===== src/design/pioc_map.vh =====
// constants for the programmable pad cell: register offsets, field positions, reset values
// assumes inclusion by the cell only; the storage element does not include it
`ifndef PIOC_MAP_VH
`define PIOC_MAP_VH

`define PIOC_ADDR_W 4
`define PIOC_DATA_W 32
`define PIOC_OFS_CONFIG 4'h0
`define PIOC_OFS_STATUS 4'h4

// configuration register fields
`define PIOC_CFG_CLK_FALL 0
`define PIOC_CFG_CAP_LATCH 1
`define PIOC_CFG_DRV_LATCH 2
`define PIOC_CFG_OE_LATCH 3
`define PIOC_CFG_CAP_SRVAL 4
`define PIOC_CFG_DRV_SRVAL 5
`define PIOC_CFG_OE_SRVAL 6
`define PIOC_CFG_CAP_DELAY 7
`define PIOC_CFG_B_SEL_LO 8
`define PIOC_CFG_B_SEL_HI 9
`define PIOC_CFG_A_REG 10
`define PIOC_CFG_DRV_BYP 11
`define PIOC_CFG_OE_BYP 12
`define PIOC_CFG_W 13
`define PIOC_CFG_RESET 13'h0000

// result b selector codes
`define PIOC_BSEL_FEED 2'h0
`define PIOC_BSEL_BYPASS 2'h1
`define PIOC_BSEL_Q 2'h2
`define PIOC_BSEL_SERIAL 2'h3

// status register fields
`define PIOC_ST_CAP_Q 0
`define PIOC_ST_DRV_Q 1
`define PIOC_ST_OE_Q 2
`define PIOC_ST_PAD_RX 3
`define PIOC_ST_SER_B 4
`define PIOC_ST_W 5

// storage element indices
`define PIOC_N_STOR 3
`define PIOC_IDX_CAP 0
`define PIOC_IDX_DRV 1
`define PIOC_IDX_OE 2

// capture delay depth in core clock cycles
`define PIOC_CAP_DELAY_STAGES 2

`endif


===== src/design/pioc_stor.v =====
// one storage element of the pad cell: latch or edge flip-flop with set/reset
// assumes edge and gate qualifiers are built by the cell from its sampled cell clock
module pioc_stor (
    input wire core_clk_i,
    input wire reset_n_i,
    input wire edge_i,
    input wire gate_i,
    input wire latch_mode_i,
    input wire ce_i,
    input wire sr_i,
    input wire sr_val_i,
    input wire d_i,
    output reg q_o
);

    wire load;

    // latch follows d while gated, flip-flop takes d on the active edge only
    assign load = ce_i & (latch_mode_i ? gate_i : edge_i);

    always @(posedge core_clk_i or negedge reset_n_i) begin
        if (!reset_n_i) begin
            q_o <= 1'b0;
        end else if (sr_i) begin
            // set/reset wins over clock enable
            q_o <= sr_val_i;
        end else if (load) begin
            q_o <= d_i;
        end
    end

endmodule // pioc_stor


===== src/design/pioc_cell.v =====
// programmable pad cell: capture, drive and drive-enable storage between fabric and pad buffer
// assumes fabric and serial block signals share core_clk_i; the pad receive level is asynchronous
//
// Operation
// RQ1: the cell takes eleven inputs, nine from the routing fabric plus pad receive data and global set/reset, and gives five outputs.
// RQ2: results a and b and the drive enable go to the fabric, and pad data and pad enable go straight to the pad buffer.
// RQ3: a cell paired with a serial block has two extra inputs from it and two extra outputs to it.
// RQ4: one serial input passes straight to the fabric, the other joins feed-through, bypass and register output on the result b selector.
// RQ5: the two outputs to the serial block equal the pad data and pad enable.
// RQ6: the cell holds a capture register, an output data register and an output enable register.
// RQ7: a selectable delay can slow incoming data before the capture register.
// RQ8: each register's set/reset is the OR of the global set/reset and its local set/reset.
// RQ9: one set/reset and clock enable pair serves capture only, the other serves output data and output enable together.
// RQ10: one cell clock drives all three registers and its active edge is selectable.
// RQ11: each storage element is selectable as a level latch or an edge flip-flop.
// RQ12: the cell makes its own output enable and also presents it to the enclosing pad cluster.
// RQ13: a per-register bit chooses whether set/reset forces one or zero, and set/reset ignores clock enable.
`include "pioc_map.vh"

module pioc_cell #(
    parameter CAP_DELAY_STAGES = `PIOC_CAP_DELAY_STAGES
) (
    input wire core_clk_i,
    input wire reset_n_i,
    // fabric side
    input wire drive_data_i,
    input wire feed_through_i,
    input wire cell_clk_i,
    input wire capture_clock_enable_i,
    input wire capture_set_reset_i,
    input wire drive_clock_enable_i,
    input wire drive_set_reset_i,
    input wire drive_enable_request_i,
    input wire capture_enable_i,
    // pad buffer and global
    input wire pad_rx_i,
    input wire global_set_reset_i,
    // serial block side
    input wire serial_pass_i,
    input wire serial_mux_i,
    // configuration port
    input wire [`PIOC_ADDR_W-1:0] reg_addr_i,
    input wire [`PIOC_DATA_W-1:0] reg_wdata_i,
    input wire reg_write_i,
    input wire reg_read_i,
    output reg [`PIOC_DATA_W-1:0] reg_rdata_o,
    // outputs
    output reg routing_result_a_o,
    output reg routing_result_b_o,
    output reg routed_drive_enable_o,
    output reg pad_tx_o,
    output reg pad_oe_o,
    output reg serial_pass_o,
    output reg serial_tx_o,
    output reg serial_oe_o
);

    reg [`PIOC_CFG_W-1:0] config_reg;
    reg pad_rx_meta;
    reg pad_rx_sync;
    reg cell_clk_prev;
    reg [CAP_DELAY_STAGES-1:0] cap_delay_line;
    wire cell_rise;
    wire cell_fall;
    wire active_edge;
    wire gate_level;
    wire capture_in;
    wire capture_d;
    wire cap_sr;
    wire drv_sr;
    wire [`PIOC_N_STOR-1:0] stor_latch;
    wire [`PIOC_N_STOR-1:0] stor_ce;
    wire [`PIOC_N_STOR-1:0] stor_sr;
    wire [`PIOC_N_STOR-1:0] stor_sr_val;
    wire [`PIOC_N_STOR-1:0] stor_d;
    wire [`PIOC_N_STOR-1:0] stor_q;
    wire [1:0] b_sel;
    reg next_result_b;
    wire next_result_a;
    wire next_pad_tx;
    wire next_pad_oe;
    wire [`PIOC_ST_W-1:0] status_word;

    // decode used by both the write and the read path
    function addr_hit;
        input [`PIOC_ADDR_W-1:0] addr;
        input [`PIOC_ADDR_W-1:0] ofs;
        begin
            addr_hit = (addr == ofs);
        end
    endfunction

    // configuration register
    always @(posedge core_clk_i or negedge reset_n_i) begin
        if (!reset_n_i) begin
            config_reg <= `PIOC_CFG_RESET;
        end else if (reg_write_i && addr_hit(reg_addr_i, `PIOC_OFS_CONFIG)) begin
            config_reg <= reg_wdata_i[`PIOC_CFG_W-1:0];
        end
    end

    // pad level comes from outside the core clock domain
    always @(posedge core_clk_i or negedge reset_n_i) begin
        if (!reset_n_i) begin
            pad_rx_meta <= 1'b0;
            pad_rx_sync <= 1'b0;
        end else begin
            pad_rx_meta <= pad_rx_i; // RQ1
            pad_rx_sync <= pad_rx_meta;
        end
    end

    // cell clock is a fabric signal sampled by the core clock; its edges become enables
    always @(posedge core_clk_i or negedge reset_n_i) begin
        if (!reset_n_i) begin
            cell_clk_prev <= 1'b0;
        end else begin
            cell_clk_prev <= cell_clk_i;
        end
    end

    assign cell_rise = cell_clk_i & ~cell_clk_prev;
    assign cell_fall = ~cell_clk_i & cell_clk_prev;
    assign active_edge = config_reg[`PIOC_CFG_CLK_FALL] ? cell_fall : cell_rise; // RQ10
    // latch is transparent during the active phase of the cell clock
    assign gate_level = config_reg[`PIOC_CFG_CLK_FALL] ? ~cell_clk_i : cell_clk_i; // RQ10

    // input gating before the capture path; disabled input reads as zero
    assign capture_in = capture_enable_i & pad_rx_sync;

    // optional delay line; costs a few cycles of latency but widens hold margin
    generate
        if (CAP_DELAY_STAGES == 1) begin : g_dly_one
            always @(posedge core_clk_i or negedge reset_n_i) begin
                if (!reset_n_i) begin
                    cap_delay_line <= {CAP_DELAY_STAGES{1'b0}};
                end else begin
                    cap_delay_line <= capture_in; // RQ7
                end
            end
        end else begin : g_dly_many
            always @(posedge core_clk_i or negedge reset_n_i) begin
                if (!reset_n_i) begin
                    cap_delay_line <= {CAP_DELAY_STAGES{1'b0}};
                end else begin
                    cap_delay_line <= {cap_delay_line[CAP_DELAY_STAGES-2:0], capture_in}; // RQ7
                end
            end
        end
    endgenerate

    assign capture_d = config_reg[`PIOC_CFG_CAP_DELAY] ? cap_delay_line[CAP_DELAY_STAGES-1] : capture_in; // RQ7

    // set/reset terms, each merged with the global one
    assign cap_sr = global_set_reset_i | capture_set_reset_i; // RQ8
    assign drv_sr = global_set_reset_i | drive_set_reset_i; // RQ8

    // capture has its own pair, drive data and drive enable share the other
    assign stor_ce[`PIOC_IDX_CAP] = capture_clock_enable_i; // RQ9
    assign stor_ce[`PIOC_IDX_DRV] = drive_clock_enable_i; // RQ9
    assign stor_ce[`PIOC_IDX_OE] = drive_clock_enable_i; // RQ9
    assign stor_sr[`PIOC_IDX_CAP] = cap_sr; // RQ9
    assign stor_sr[`PIOC_IDX_DRV] = drv_sr; // RQ9
    assign stor_sr[`PIOC_IDX_OE] = drv_sr; // RQ9

    assign stor_latch[`PIOC_IDX_CAP] = config_reg[`PIOC_CFG_CAP_LATCH]; // RQ11
    assign stor_latch[`PIOC_IDX_DRV] = config_reg[`PIOC_CFG_DRV_LATCH]; // RQ11
    assign stor_latch[`PIOC_IDX_OE] = config_reg[`PIOC_CFG_OE_LATCH]; // RQ11

    assign stor_sr_val[`PIOC_IDX_CAP] = config_reg[`PIOC_CFG_CAP_SRVAL]; // RQ13
    assign stor_sr_val[`PIOC_IDX_DRV] = config_reg[`PIOC_CFG_DRV_SRVAL]; // RQ13
    assign stor_sr_val[`PIOC_IDX_OE] = config_reg[`PIOC_CFG_OE_SRVAL]; // RQ13

    assign stor_d[`PIOC_IDX_CAP] = capture_d;
    assign stor_d[`PIOC_IDX_DRV] = drive_data_i;
    assign stor_d[`PIOC_IDX_OE] = drive_enable_request_i;

    // three storage elements on one cell clock
    genvar gi;
    generate
        for (gi = 0; gi < `PIOC_N_STOR; gi = gi + 1) begin : g_stor
            pioc_stor u_stor ( // RQ6
                .core_clk_i(core_clk_i),
                .reset_n_i(reset_n_i),
                .edge_i(active_edge),
                .gate_i(gate_level),
                .latch_mode_i(stor_latch[gi]),
                .ce_i(stor_ce[gi]),
                .sr_i(stor_sr[gi]),
                .sr_val_i(stor_sr_val[gi]),
                .d_i(stor_d[gi]),
                .q_o(stor_q[gi])
            );
        end
    endgenerate

    // result a: registered capture or the bypassed pad level
    assign next_result_a = config_reg[`PIOC_CFG_A_REG] ? stor_q[`PIOC_IDX_CAP] : capture_in; // RQ2

    // result b selector
    assign b_sel = config_reg[`PIOC_CFG_B_SEL_HI:`PIOC_CFG_B_SEL_LO];

    always @* begin
        next_result_b = 1'b0;
        case (b_sel)
            `PIOC_BSEL_FEED: begin
                next_result_b = feed_through_i; // RQ4
            end
            `PIOC_BSEL_BYPASS: begin
                next_result_b = capture_in; // RQ4
            end
            `PIOC_BSEL_Q: begin
                next_result_b = stor_q[`PIOC_IDX_CAP]; // RQ4
            end
            `PIOC_BSEL_SERIAL: begin
                next_result_b = serial_mux_i; // RQ4
            end
            default: begin
                next_result_b = 1'b0;
            end
        endcase
    end

    // drive path: register or bypass
    assign next_pad_tx = config_reg[`PIOC_CFG_DRV_BYP] ? drive_data_i : stor_q[`PIOC_IDX_DRV];
    assign next_pad_oe = config_reg[`PIOC_CFG_OE_BYP] ? drive_enable_request_i : stor_q[`PIOC_IDX_OE]; // RQ12

    // output stage: every result leaves a flip-flop, one cycle after its source
    always @(posedge core_clk_i or negedge reset_n_i) begin
        if (!reset_n_i) begin
            routing_result_a_o <= 1'b0;
            routing_result_b_o <= 1'b0;
            routed_drive_enable_o <= 1'b0;
            pad_tx_o <= 1'b0;
            pad_oe_o <= 1'b0;
            serial_pass_o <= 1'b0;
            serial_tx_o <= 1'b0;
            serial_oe_o <= 1'b0;
        end else begin
            routing_result_a_o <= next_result_a; // RQ2
            routing_result_b_o <= next_result_b; // RQ2
            routed_drive_enable_o <= next_pad_oe; // RQ12
            pad_tx_o <= next_pad_tx; // RQ2
            pad_oe_o <= next_pad_oe; // RQ2
            serial_pass_o <= serial_pass_i; // RQ4
            // same sources and same stage as the pad pair, so the copies never skew
            serial_tx_o <= next_pad_tx; // RQ5
            serial_oe_o <= next_pad_oe; // RQ5
        end
    end

    // status view of the three storage elements, the synchronized pad level and serial_mux_i
    assign status_word[`PIOC_ST_CAP_Q] = stor_q[`PIOC_IDX_CAP];
    assign status_word[`PIOC_ST_DRV_Q] = stor_q[`PIOC_IDX_DRV];
    assign status_word[`PIOC_ST_OE_Q] = stor_q[`PIOC_IDX_OE];
    assign status_word[`PIOC_ST_PAD_RX] = pad_rx_sync;
    assign status_word[`PIOC_ST_SER_B] = serial_mux_i; // RQ3

    // read data one cycle after the strobe; unmapped or idle reads give zero
    always @(posedge core_clk_i or negedge reset_n_i) begin
        if (!reset_n_i) begin
            reg_rdata_o <= {`PIOC_DATA_W{1'b0}};
        end else if (reg_read_i && addr_hit(reg_addr_i, `PIOC_OFS_CONFIG)) begin
            reg_rdata_o <= {{(`PIOC_DATA_W-`PIOC_CFG_W){1'b0}}, config_reg};
        end else if (reg_read_i && addr_hit(reg_addr_i, `PIOC_OFS_STATUS)) begin
            reg_rdata_o <= {{(`PIOC_DATA_W-`PIOC_ST_W){1'b0}}, status_word};
        end else begin
            reg_rdata_o <= {`PIOC_DATA_W{1'b0}};
        end
    end

endmodule // pioc_cell


===== config.mk =====
export PLATFORM = sky130hd
export DESIGN_NAME = pioc_cell
export DESIGN_NICKNAME = d
export VERILOG_FILES = /design/src/design/pioc_stor.v /design/src/design/pioc_cell.v
export VERILOG_INCLUDE_DIRS = /design/src /design/src/design
export SDC_FILE = /design/constraint.sdc
export NUM_CORES = 1
export LEC_CHECK = 0
export ABC_AREA = 1
export BUFFER_PORTS_ARGS = -buffer_cell sky130_fd_sc_hd__clkbuf_2
export CAP_MARGIN = 20
export CORE_ASPECT_RATIO = 0.7
export CORE_MARGIN = 2
export CORE_UTILIZATION = 49
export CTS_CLUSTER_DIAMETER = 200
export DETAILED_ROUTE_END_ITERATION = 16
export PLACE_DENSITY = 0.95
export SYNTH_ARGS = -nofsm -noshare
export SYNTH_HDL_FRONTEND = slang
export SYNTH_HIERARCHICAL = 1
export SYNTH_SLANG_ARGS = --single-unit

===== constraint.sdc =====
create_clock -name core_clk_i -period 3.8 [get_ports core_clk_i]
set_input_delay 0.38 -clock core_clk_i [delete_from_list [all_inputs] [get_ports core_clk_i]]
set_output_delay 0.38 -clock core_clk_i [all_outputs]
set_load 0.01 [all_outputs]

==> reports/qor.yml <==
ant_nets: 0
cts_post_setup_buffers_inserted: 0
clock.fmax_mhz: 668
insertion_delay_of_the_later_clocked_pin_in_the_worst_skew_pair_ps: 290
post-route-period-util: 0.394
grt_first_pass_wirelength_um: 6150
die_width_um: 77.5
grt_antenna_before_repair: 0
power-per-cell-area_nw_per_um2: 445
yosysWarningCount: 6
yosys.area_share.simple: 0.295
wl_um: 3920
ctsHoldBuffers: 0
power_report.internal_total_uw: 657
grtUsageTotal: 0.186
die_area_um2: 4290
worst_ep_required_time_ps: 3980
num-fill-cells: 309
grt_setup_unrepaired: "no"
synth_top_family_by_area: "simple AND/OR/NAND/NOR gates"
timing.final.max_slew_violations: 0
die-height_um: 55.4
critical_path.reg2reg.startpoint: "config_reg[0]$_DFFE_PN0P_"
slew_headroom: 0.375
synth-seq-area-share: 0.527
switching_share: 0.307
syn_area_um2: 1850
areaGrowthSynthToFinish_pct: 15.2
placementRows: 18
cts.htree.levels: 2
synth-adder-area-share: 0
postSynthAreaPerCell_um2: 8.65
cts_tree: "done"
p_leak_nw: 1.25
worstPathCellList: "or2_2 > o21ai_0 > inv_1 > nand2_1 > nand3_2 > nand3_1 > nand2_1"
synth_compound_area_frac: 0.0149
routed_via_density: 4.82
n_antenna_cell: 0
ff_latch_count_synth: 39
power.net_switching_uw: 291
route.detailed.drc: 0
first_pass_iters: 5
timing_hold_violations_final: 0
setup_slack_ps: 2300
clock_skew_ps: 6.81
grt_pass1_vias: 1275
root_buffer_selected_by_cts: "sky130_fd_sc_hd__clkbuf_8"
coreArea_um2: 3580
setup_tns_ps: 0
crit_path_start_kind: "flop"
fin_cells: 316
ratio_of_cells_with_drive_above_1_in_the_final_layout: 0.267
global_route_total_overflow: 0
cts_inserted_buffers: 5
worstHoldStart: "serial_pass_i"
drv_cap: 0
nets: 318
routedWlPerCell_um: 12.4
multiInputGateArea_um2: 646
globalplace.congestion: 0.931
critPathSlowestCell: "sky130_fd_sc_hd__dfrtp_1"
yosysUniqueCellTypes: 17
min_period_ps: 1500
irDropWorstVdd_v: 0.000240
pwr-share-comb: 0.186
critical_path.top_delay_family: "simple AND/OR/NAND/NOR gates"
pin_count_of_the_biggest_net_entering_global_routing: 40
muxShareOfSynthArea: 0
cpPeakStageDelay_ps: 410
pwr-share-clk: 0.279
seq_power_share: 0.535
synth_cells: 214
critical_path.startpoint: "config_reg[0]$_DFFE_PN0P_"
post_placement_setup_slack_ps: 2120
dpl.cell_count: 308
start_util: 0.517
worstPathBufferInverterCount: 1
cts_sink_cnt: 39
worst_hold_path_type: "in -> reg"
vias: 1524
buffer_ports.inserted: 54
final.hold.worst_slack_ps: 202
clockBufferDepth: 2
worst-setup-path-type: "reg -> reg"
clk_pin_slew_worst_paths_ps: 70
io-pin-count: 93
worst-endpoint-arrival_ps: 1680
outcome: "completed"
tightest_slew_ps: 938
cp_common_cell: "sky130_fd_sc_hd__nand2_1"
setup.worst_path.end_class: "flop"
area.sequential_um2: 976
critical_path_peak_fanout: 5
drt-initial-drc-count: 240
cts_resized: 0
synth_area_in_xor_xnor: 0
final_hpwl_from_detailed_placement_um: 2950
setup_viol_count_final: 0
[power groups by stage]
| stage | clock (mW) | sequential [mW] | combinational (mW) |
|---|---|---|---|
| 2_1_floorplan | 0 | 0.509 | 0.128 |
| 3_3_place_gp | 0 | 0.511 | 0.164 |
| 3_5_place_dp | 0 | 0.514 | 0.175 |
| 4_1_cts | 0.268 | 0.507 | 0.176 |
| 5_1_grt | 0.292 | 0.514 | 0.201 |
| 6_report | 0.264 | 0.508 | 0.176 |
[area by class of cell]
class	count	share of cell area
clock buffers	7	0.0358
clock inverters	1	0.00235
inverters	24	0.0422
multi-input cells	140	0.303
flip-flops and latches	39	0.457
well taps	50	0.0293
repair buffers	55	0.130
[path summary, 6_finish.rpt]
check | slack (ps) | end | cells after the start
setup / recovery | 2300 | g_stor[1].u_stor/q_o$_DFFE_PN0P_ | 7
hold / removal | 200 | serial_pass_o$_DFF_PN0_ | 1
setup reg to reg | 2300 | g_stor[1].u_stor/q_o$_DFFE_PN0P_ | 7
hold reg to reg | 350 | cap_delay_line[1]$_DFF_PN0_ | 0
max in group asynchronous | 2990 | reg_rdata_o[3]$_DFF_PN0_ | 1
min in group asynchronous | 220 | routing_result_a_o$_DFF_PN0_ | 1
[Yosys cell counts]
cell / count / area share
sky130_fd_sc_hd__buf_2: 4 / 0.011
sky130_fd_sc_hd__buf_4: 23 / 0.093
sky130_fd_sc_hd__buf_6: 1 / 0.0061
sky130_fd_sc_hd__clkbuf_1: 1 / 0.0020
sky130_fd_sc_hd__conb_1: 1 / 0.0020
sky130_fd_sc_hd__dfrtp_1: 39 / 0.53
sky130_fd_sc_hd__inv_1: 24 / 0.049
sky130_fd_sc_hd__nand2_1: 68 / 0.14
sky130_fd_sc_hd__nand3_1: 4 / 0.011
sky130_fd_sc_hd__nand3_2: 5 / 0.027
sky130_fd_sc_hd__nand4_1: 23 / 0.078
sky130_fd_sc_hd__nor2_1: 11 / 0.022
sky130_fd_sc_hd__nor2_2: 1 / 0.0034
sky130_fd_sc_hd__nor2_4: 1 / 0.0061
sky130_fd_sc_hd__o211ai_1: 1 / 0.0041
sky130_fd_sc_hd__o21ai_0: 4 / 0.011
sky130_fd_sc_hd__or2_2: 3 / 0.010
[layout by cell type (no fill, tap or decap)]
cell type / instances
sky130_fd_sc_hd__or2_2: 3
sky130_fd_sc_hd__nor2_1: 11
sky130_fd_sc_hd__dfrtp_1: 39
sky130_fd_sc_hd__inv_1: 24
sky130_fd_sc_hd__nand4_1: 23
sky130_fd_sc_hd__nand2_1: 68
sky130_fd_sc_hd__nand3_1: 4
sky130_fd_sc_hd__nor2_4: 1
sky130_fd_sc_hd__buf_4: 1
sky130_fd_sc_hd__o211ai_1: 1
sky130_fd_sc_hd__nor2_2: 1
sky130_fd_sc_hd__clkbuf_1: 2
sky130_fd_sc_hd__conb_1: 19
sky130_fd_sc_hd__nand3_2: 5
sky130_fd_sc_hd__clkbuf_2: 54
sky130_fd_sc_hd__clkbuf_8: 5
sky130_fd_sc_hd__clkinv_2: 1
sky130_fd_sc_hd__o21ai_0: 4
[routing by layer]
metal | GRT usage | wire (µm)
met3 | 0.0507 | 366
met2 | 0.287 | 1890
met5 | 0 | 0
met4 | 0.0459 | 55
met1 | 0.263 | 1610
[cells by family after synthesis]
logic type             after synthesis
AO/OA/AOI/OAI                        5
other                                1
AND/OR/NAND/NOR                    116
buffers and inverters               53
flip-flops                          39
[stage by stage]
step / utilization / instance area [µm²] / power, mW
after floorplan: - / 1920 / 0.637
after global placement: 0.573 / 2050 / 0.676
after detailed placement: 0.573 / 2050 / 0.689
after CTS: 0.596 / 2130 / 0.950
after global routing: 0.596 / 2130 / 1.01
final: 0.596 / 2130 / 0.949
Note: power is estimated with default switching activity, not from simulation.
